### config.mk
export PLATFORM = sky130hd
export DESIGN_NAME = pfsp_host
export DESIGN_NICKNAME = d
export VERILOG_FILES = /design/src/pfsp_pkg.sv /design/src/pfsp_host.sv
export SDC_FILE = /design/constraint.sdc
export NUM_CORES = 1
export LEC_CHECK = 0
export ABC_AREA = 1
export BUFFER_PORTS_ARGS = -buffer_cell sky130_fd_sc_hd__buf_2
export CELL_PAD_IN_SITES_DETAIL_PLACEMENT = 0
export CELL_PAD_IN_SITES_GLOBAL_PLACEMENT = 1
export CORE_MARGIN = 1.5
export CORE_UTILIZATION = 38
export DETAILED_ROUTE_END_ITERATION = 10
export PLACE_DENSITY = 0.81
export SYNTH_ARGS = -nofsm -noshare
export SYNTH_HDL_FRONTEND = slang
export SYNTH_SLANG_ARGS = --single-unit
### constraint.sdc
create_clock -name core_clk -period 1.8 [get_ports core_clk]
set_input_delay 0.36 -clock core_clk [delete_from_list [all_inputs] [get_ports core_clk]]
set_output_delay 0.36 -clock core_clk [all_outputs]
set_load 0.03 [all_outputs]
### src/pfsp_pkg.sv
`default_nettype none
package pfsp_pkg;
    // Pin timing at 20 MHz, 50 ns per cycle
    localparam int CLK_PERIOD_NS   = 50;
    localparam int ADDR_SETUP_NS   = 10;
    localparam int WRITE_PULSE_NS  = 90;
    localparam int PULSE_HIGH_NS   = 100;
    localparam int READ_ACCESS_NS  = 120;
    localparam int FLOAT_NS        = 30;
    localparam int TOGGLE_HIGH_NS  = 150;
    localparam int LOAD_WINDOW_US  = 150;
    localparam int PROG_CYCLE_MS   = 10;
    // Least times round up
    localparam int SETUP_CYC  = (ADDR_SETUP_NS + CLK_PERIOD_NS - 1) / CLK_PERIOD_NS;
    localparam int WP_CYC     = (WRITE_PULSE_NS + CLK_PERIOD_NS - 1) / CLK_PERIOD_NS;
    localparam int WPH_CYC    = (PULSE_HIGH_NS + CLK_PERIOD_NS - 1) / CLK_PERIOD_NS;
    localparam int ACC_CYC    = (READ_ACCESS_NS + CLK_PERIOD_NS - 1) / CLK_PERIOD_NS;
    localparam int FLOAT_CYC  = (FLOAT_NS + CLK_PERIOD_NS - 1) / CLK_PERIOD_NS;
    localparam int OEHP_CYC   = (TOGGLE_HIGH_NS + CLK_PERIOD_NS - 1) / CLK_PERIOD_NS;
    // Longest window rounds down
    localparam int LOAD_WINDOW_CYC = LOAD_WINDOW_US * 1000 / CLK_PERIOD_NS;
    localparam int PROG_CYCLE_CYC  = PROG_CYCLE_MS * 1000000 / CLK_PERIOD_NS;
    localparam int SECTOR_BYTES    = 256;
    localparam int ADDR_W          = 19;
    localparam int CNT_W           = 18;
    localparam logic [7:0] FILL_BYTE = 8'hff;

    typedef struct packed {
        logic        chipSelN;
        logic        outEnN;
        logic        writeN;
        logic [18:0] addr;
        logic [7:0]  dataOut;
        logic        dataOe;
    } pfsp_pins_t;

    typedef enum logic [6:0] {
        ST_IDLE  = 7'h01,
        ST_SETUP = 7'h02,
        ST_PULSE = 7'h04,
        ST_HIGH  = 7'h08,
        ST_READ  = 7'h10,
        ST_FLOAT = 7'h20,
        ST_POLL  = 7'h40
    } pfsp_state_t;
endpackage : pfsp_pkg
`default_nettype wire

### src/pfsp_host.sv
`timescale 1ns/1ns
`default_nettype none
module pfsp_host #(
    parameter int LOAD_WINDOW = pfsp_pkg::LOAD_WINDOW_CYC,
    parameter int PROG_CYCLE  = pfsp_pkg::PROG_CYCLE_CYC
) (
    // Clock and reset
    input  wire logic               core_clk,
    input  wire logic               reset_n,
    // Command port
    input  wire logic               cmdValid,
    output logic                    cmdReady,
    input  wire logic               cmdWrite,
    input  wire logic               cmdLast,
    input  wire logic [18:0]        cmdAddr,
    input  wire logic [7:0]         cmdData,
    output logic                    rspValid,
    output logic [7:0]              rspData,
    output logic                    progDone,
    output logic                    progTimeout,
    // Device pins
    output pfsp_pkg::pfsp_pins_t    pins,
    input  wire logic [7:0]         dataIn
);
    // Window must leave room for a pulse before the lapse margin
    if (LOAD_WINDOW <= 2 * pfsp_pkg::WP_CYC || LOAD_WINDOW >= (1 << pfsp_pkg::CNT_W))
        $error("LOAD_WINDOW out of range");
    if (PROG_CYCLE < 2 || PROG_CYCLE >= (1 << pfsp_pkg::CNT_W))
        $error("PROG_CYCLE out of range");

    ////////////////////////////////////////////////////////////////////////////
    // Pin input synchroniser, three stages
    logic [7:0] sync1_reg, sync2_reg, sync3_reg;
    logic [7:0] stable_reg, stable_next;
    always_comb
    begin
        stable_next = stable_reg;
        if (sync2_reg == sync3_reg)
            stable_next = sync3_reg;
    end
    always_ff @(posedge core_clk)
    begin
        if (!reset_n)
        begin
            sync1_reg  <= 8'h00;
            sync2_reg  <= 8'h00;
            sync3_reg  <= 8'h00;
            stable_reg <= 8'h00;
        end
        else
        begin
            sync1_reg  <= dataIn;
            sync2_reg  <= sync1_reg;
            sync3_reg  <= sync2_reg;
            stable_reg <= stable_next;
        end
    end

    ////////////////////////////////////////////////////////////////////////////
    // Sequencer
    pfsp_pkg::pfsp_state_t state_reg, state_next;
    pfsp_pkg::pfsp_pins_t  pins_reg, pins_next;
    logic [pfsp_pkg::CNT_W-1:0] cnt_reg, cnt_next;
    logic [pfsp_pkg::CNT_W-1:0] win_reg, win_next;
    logic [8:0]  loaded_reg, loaded_next;
    logic        loading_reg, loading_next;
    logic        lastCmd_reg, lastCmd_next;
    logic [7:0]  lastData_reg, lastData_next;
    logic [7:0]  prevRead_reg, prevRead_next;
    logic [10:0] sector_reg, sector_next;
    logic        rspValid_reg, rspValid_next;
    logic [7:0]  rspData_reg, rspData_next;
    logic        done_reg, done_next, tmo_reg, tmo_next;

    always_comb
    begin
        state_next    = state_reg;
        pins_next     = pins_reg;
        cnt_next      = cnt_reg;
        win_next      = win_reg;
        loaded_next   = loaded_reg;
        loading_next  = loading_reg;
        lastCmd_next  = lastCmd_reg;
        lastData_next = lastData_reg;
        prevRead_next = prevRead_reg;
        sector_next   = sector_reg;
        rspValid_next = 1'b0;
        rspData_next  = rspData_reg;
        done_next     = 1'b0;
        tmo_next      = 1'b0;
        cmdReady      = 1'b0;
        // Window runs from each rising strobe edge
        if (loading_reg && state_reg != pfsp_pkg::ST_PULSE)
            win_next = win_reg + 1'b1;
        if (loading_reg && win_reg >= pfsp_pkg::CNT_W'(LOAD_WINDOW - 2 * pfsp_pkg::WP_CYC))
            tmo_next = 1'b1;
        unique case (state_reg)
            pfsp_pkg::ST_IDLE:
            begin
                // Window nearly gone: a late pulse could land after the lapse
                cmdReady = !tmo_next;
                if (!cmdReady)
                    state_next = pfsp_pkg::ST_POLL;
                else if (cmdValid)
                begin
                    pins_next.addr = cmdAddr;
                    cnt_next       = '0;
                    if (cmdWrite)
                    begin
                        pins_next.outEnN   = 1'b1;
                        pins_next.chipSelN = 1'b0;
                        pins_next.dataOut  = cmdData;
                        pins_next.dataOe   = 1'b1;
                        if (loading_reg)
                            pins_next.addr[18:8] = sector_reg;
                        else
                            sector_next = cmdAddr[18:8];
                        lastCmd_next  = cmdLast;
                        lastData_next = cmdData;
                        state_next    = pfsp_pkg::ST_SETUP;
                    end
                    else
                    begin
                        pins_next.chipSelN = 1'b0;
                        pins_next.outEnN   = 1'b0;
                        state_next         = pfsp_pkg::ST_READ;
                    end
                end
            end
            pfsp_pkg::ST_SETUP:
            begin
                cnt_next = cnt_reg + 1'b1;
                if (cnt_reg >= pfsp_pkg::CNT_W'(pfsp_pkg::SETUP_CYC - 1))
                begin
                    pins_next.writeN = 1'b0;
                    cnt_next         = '0;
                    state_next       = pfsp_pkg::ST_PULSE;
                end
            end
            pfsp_pkg::ST_PULSE:
            begin
                cnt_next = cnt_reg + 1'b1;
                if (cnt_reg >= pfsp_pkg::CNT_W'(pfsp_pkg::WP_CYC - 1))
                begin
                    pins_next.writeN = 1'b1;
                    cnt_next         = '0;
                    win_next         = '0;
                    loading_next     = 1'b1;
                    loaded_next      = loaded_reg + 1'b1;
                    state_next       = pfsp_pkg::ST_HIGH;
                end
            end
            pfsp_pkg::ST_HIGH:
            begin
                cnt_next = cnt_reg + 1'b1;
                if (cnt_reg >= pfsp_pkg::CNT_W'(pfsp_pkg::WPH_CYC - 1))
                begin
                    pins_next.dataOe   = 1'b0;
                    pins_next.chipSelN = 1'b1;
                    cnt_next           = '0;
                    // Last byte: stop loading, let the window lapse
                    if (lastCmd_reg || loaded_reg == 9'(pfsp_pkg::SECTOR_BYTES))
                        state_next = pfsp_pkg::ST_POLL;
                    else
                        state_next = pfsp_pkg::ST_IDLE;
                end
            end
            pfsp_pkg::ST_READ:
            begin
                cnt_next = cnt_reg + 1'b1;
                if (cnt_reg >= pfsp_pkg::CNT_W'(pfsp_pkg::ACC_CYC + 3))
                begin
                    // Wait covers access time and the input synchroniser
                    rspValid_next      = 1'b1;
                    rspData_next       = stable_reg;
                    pins_next.outEnN   = 1'b1;
                    pins_next.chipSelN = 1'b1;
                    cnt_next           = '0;
                    state_next         = pfsp_pkg::ST_FLOAT;
                end
            end
            pfsp_pkg::ST_FLOAT:
            begin
                cnt_next = cnt_reg + 1'b1;
                if (cnt_reg >= pfsp_pkg::CNT_W'(pfsp_pkg::OEHP_CYC + pfsp_pkg::FLOAT_CYC))
                begin
                    cnt_next   = '0;
                    state_next = pfsp_pkg::ST_IDLE;
                end
            end
            pfsp_pkg::ST_POLL:
            begin
                // Poll the last loaded byte after the window lapses
                cnt_next = cnt_reg + 1'b1;
                if (loading_reg && win_reg >= pfsp_pkg::CNT_W'(LOAD_WINDOW))
                begin
                    loading_next = 1'b0;
                    cnt_next     = '0;
                end
                else if (!loading_reg)
                begin
                    if (cnt_reg == pfsp_pkg::CNT_W'(pfsp_pkg::ACC_CYC + 3))
                    begin
                        pins_next.chipSelN = 1'b0;
                        pins_next.outEnN   = 1'b0;
                    end
                    else if (cnt_reg == pfsp_pkg::CNT_W'(2 * pfsp_pkg::ACC_CYC + 7))
                    begin
                        prevRead_next      = stable_reg;
                        pins_next.chipSelN = 1'b1;
                        pins_next.outEnN   = 1'b1;
                        cnt_next           = '0;
                        if (stable_reg[7] == lastData_reg[7]
                            && stable_reg[6] == prevRead_reg[6])
                        begin
                            done_next   = 1'b1;
                            loaded_next = '0;
                            state_next  = pfsp_pkg::ST_IDLE;
                        end
                    end
                    win_next = win_reg + 1'b1;
                    if (win_reg >= pfsp_pkg::CNT_W'(PROG_CYCLE))
                    begin
                        tmo_next           = 1'b1;
                        done_next          = 1'b1;
                        loaded_next        = '0;
                        pins_next.chipSelN = 1'b1;
                        pins_next.outEnN   = 1'b1;
                        state_next         = pfsp_pkg::ST_IDLE;
                    end
                end
                if (loading_reg && win_reg >= pfsp_pkg::CNT_W'(LOAD_WINDOW))
                    win_next = '0;
            end
            default:
                state_next = pfsp_pkg::ST_IDLE;
        endcase
        if (state_reg != pfsp_pkg::ST_POLL || loading_reg)
            tmo_next = tmo_next && state_reg == pfsp_pkg::ST_IDLE;
    end

    always_ff @(posedge core_clk)
    begin
        if (!reset_n)
        begin
            state_reg    <= pfsp_pkg::ST_IDLE;
            pins_reg     <= '{chipSelN: 1'b1, outEnN: 1'b1, writeN: 1'b1,
                              addr: 19'h00000, dataOut: 8'h00, dataOe: 1'b0};
            cnt_reg      <= '0;
            win_reg      <= '0;
            loaded_reg   <= 9'h000;
            loading_reg  <= 1'b0;
            lastCmd_reg  <= 1'b0;
            lastData_reg <= 8'h00;
            prevRead_reg <= 8'h00;
            sector_reg   <= 11'h000;
            rspValid_reg <= 1'b0;
            rspData_reg  <= 8'h00;
            done_reg     <= 1'b0;
            tmo_reg      <= 1'b0;
        end
        else
        begin
            state_reg    <= state_next;
            pins_reg     <= pins_next;
            cnt_reg      <= cnt_next;
            win_reg      <= win_next;
            loaded_reg   <= loaded_next;
            loading_reg  <= loading_next;
            lastCmd_reg  <= lastCmd_next;
            lastData_reg <= lastData_next;
            prevRead_reg <= prevRead_next;
            sector_reg   <= sector_next;
            rspValid_reg <= rspValid_next;
            rspData_reg  <= rspData_next;
            done_reg     <= done_next;
            tmo_reg      <= tmo_next;
        end
    end

    assign pins        = pins_reg;
    assign rspValid    = rspValid_reg;
    assign rspData     = rspData_reg;
    assign progDone    = done_reg;
    assign progTimeout = tmo_reg;
endmodule : pfsp_host
`default_nettype wire

==> reports/qor.csv <==
metric;value;unit
status;complete, but fails checks;
failing checks;setup timing;
crit path DAT;1.56;ns
grt total ovfl;0;
number of max-slew violations in the final report;0;
Mapped Area;7160;sq um
DRT antenna net count;0;
area taken by multi-input logic gates;4080;sq um
deepest clock path buffer count;2;
max_cap viols;0;
post-synth top area share;0.391;
Worst Hold Class;in -> reg;
CP required;1.44;ns
htree depth;4;
library cells used by synthesis;41;
Pwr Total;9.23;mW
critical path endpoint category;output pin;
crit path kind;reg -> out;
vias in the first global route;7098;
CORE AREA;18600;sq um
worst reg2reg endpoint;cnt_reg[17]$_SDFFE_PN0P_;
RR Startpoint;win_reg[15]$_SDFF_PN0_;
critical path's slowest cell;dfxtp_2;
final WL;20500;um
most used cell, CP;inv_2;
worst hold endpoint;sync1_reg[1]$_SDFF_PN0_;
top_reg_cell synth;dfxtp_1;
Die ar.;19700;sq um
number of flops mapped to enable cells by yosys;0;
# port buffers;82;
Tmin final;1.92;ns
critical path's largest stage delay;0.32;ns
Area growth syn-to-layout;41.1;%
DRT iter0 DRCs;410;
Max transition margin;0.758;
WP buf/inv;4;
RSZ-0062 raised after global routing;yes;
max FFs per register;23;
row count;50;
Final Hold Viols;0;
CP Max Fanout;2;
most frequent cell after synthesis;nand2_1;
Starting Density;0.385;
Startpoint Class;register;
FMAX;522;MHz
initial antenna violation count;0;
hold path start;dataIn[1];
fin crit share;1.06;
nets;1340;
Skew-Pair Late Insertion Delay;0.43;ns
Synth Area per Inst;6.67;sq um
final setup violation count;16;
Cells after Synth;1073;
ant diodes;0;
sequential-to-total area share from yosys stat;0.391;
Die Ht;140;um
worst hold path depth;3;
Die Wd;140;um
Worst VDD drop;689;uV
worst-case clock skew;0.0185;ns
Seq. cell area;2820;sq um
routability cong.;0.879;
I/O pin total;83;
Post-CTS Hold Buffers;0;
first-pass GRT wire length;32800;um
synth warn;0;
clock sinks;140;
Post-synth top cells;233 x nand2_1, 148 x inv_1, 140 x dfxtp_1, 112 x nor2_1, 88 x a21oi_1;
depth of the worst register-to-register path;14;
critical path's top delay family;simple AND/OR/NAND/NOR gates;
final worst setup slack;-0.117;ns
CTS tree;done;
Clock transition at path regs;0.07;ns
fillcell total;1761;
Wirelength per Cell;13.3;um
Post-DP HPWL;14200;um
Via density;4.87;
Root Buffer;clkbuf_16;
GRT Resource Usage Total;0.204;
Critical Path, Cell by Cell;inv_2 > nand2_2 > nor2_4 > inv_2 > nor2_4 > nand2_4 > nand2_4 > nand2_2 > inv_2 > buf_6;
largest net degree at the start of global routing;51;
via count;7489;
pwr dens;913;nW/um^2
layout cells sized above 1;0.320;
Async S/R FF share, synth;0;
r2r setup slk;-0.03;ns
Critical Path Stages;10;
final setup TNS;-0.350;ns
# DRC;0;
Synth Register Bits;140;
synth top area cells;dfxtp_1 39%, nand2_1 12%, inv_1 7.8%;
Num CTS Buffers;17;
fin util;0.544;
Mapped Nets;1121;
P_leak;4.69;nW
post-synth top area cell;dfxtp_1;
Initial DRT Pass Iterations;5;
Worst-Margin Slew;0.360;ns
[metrics by stage]
stage	cell area, sq um	hold slack [ns]	worst slack, ns	instances
4_1_cts	9470	0.0996	-0.176	1520
2_1_floorplan	7160	0.390	0.0905	1073
5_1_grt	10100	0.101	-0.198	1539
3_3_place_gp	8710	0.395	-0.0265	1478
6_report	10100	0.104	-0.117	1539
3_5_place_dp	8710	0.397	-0.0872	1478
[cells in the final DEF (no fill, tap or decap), types with 9 or more instances in the layout]
master / Yosys / routed
inv_2: 5 / 19
clkbuf_16: 0 / 19
inv_1: 148 / 134
dfxtp_2: 0 / 11
xor2_1: 16 / 15
nand3_1: 86 / 73
nand2_2: 9 / 21
nor3_1: 34 / 30
dfxtp_1: 140 / 129
buf_2: 11 / 81
o21ai_0: 60 / 43
nand2_4: 0 / 11
nand2_1: 233 / 209
buf_4: 3 / 138
o21ai_2: 0 / 9
a21oi_1: 88 / 81
nand3_2: 2 / 9
nand4_1: 32 / 32
o21ai_1: 5 / 12
nor2_1: 112 / 89
nor2_4: 1 / 15
nor2_2: 8 / 17
[worst max path at each step]
| stage | startpoint | endpoint | slack, ns |
|---|---|---|---|
| 2_1_floorplan | state_reg[0]$_SDFFE_PN1P_ | cnt_reg[17]$_SDFFE_PN0P_ | 0.09 |
| 3_3_place_gp | cnt_reg[8]$_SDFFE_PN0P_ | pins[30]$_SDFFE_PN1P_ | -0.03 |
| 3_5_place_dp | cnt_reg[8]$_SDFFE_PN0P_ | state_reg[4]$_SDFFE_PN0P_ | -0.09 |
| 4_1_cts | win_reg[13]$_SDFF_PN0_ | cmdReady | -0.18 |
| 5_1_grt | win_reg[15]$_SDFF_PN0_ | cmdReady | -0.20 |
| 6_report | win_reg[15]$_SDFF_PN0_ | cmdReady | -0.12 |
[cell type report]
class	count	share of cell area
tap	234	0.0290
sequential	140	0.279
inverter	157	0.0593
timing repair inverter	2	0.000990
multi-input combinational	739	0.404
timing repair buffer	235	0.168
clock buffer	18	0.0435
clock inverter	14	0.0161
[cells by family (layout without fill, tap and decap cells)]
logic type                 after synthesis  after routing  share of synthesized area
buffers and inverters                  195            426                      0.109
adders and majority gates                8              8                     0.0140
xor gates and xnor gates                19             19                     0.0232
AOI/OAI and AO/OA                      170            170                      0.125
DFF                                    140            140                      0.391
and+or+nand+nor                        541            542                      0.338
[power by group]
part	switching, mW	total, mW	internal, mW	leakage [nW]
Combinational	1.31	2.18	0.872	3.25
Clock	1.59	3.61	2.02	0.295
Sequential	0.123	3.44	3.32	1.15
Total	3.02	9.23	6.21	4.69
[worst register-to-register path, cell delays in order (launching register included)]
cell and delay [ns]:
dfxtp_2 0.32, inv_2 0.05, nand2_2 0.05, nor2_4 0.12, inv_2 0.06, nor2_4 0.11
buf_4 0.12, buf_4 0.09, buf_4 0.10, nand2_2 0.07, buf_4 0.15, nand2_1 0.09
buf_12 0.15, nand4_1 0.14, a21oi_2 0.13
[layer usage]
layer	vias to the layer above	wire, um	share of wire	GRT usage
li1	3908	-	-	-
met5	-	0	0	0
met1	3426	9530	0.47	0.261
met2	139	9740	0.48	0.342
met4	0	241	0.012	0.0648
met3	16	951	0.046	0.0451
[timing repair]
item,CTS,global route
gates cloned,0,5
setup buffers,10,14
setup endpoints to repair,38,95
gates resized for setup,29,147
pin swaps,5,34
(Power assumes the default switching activity.)
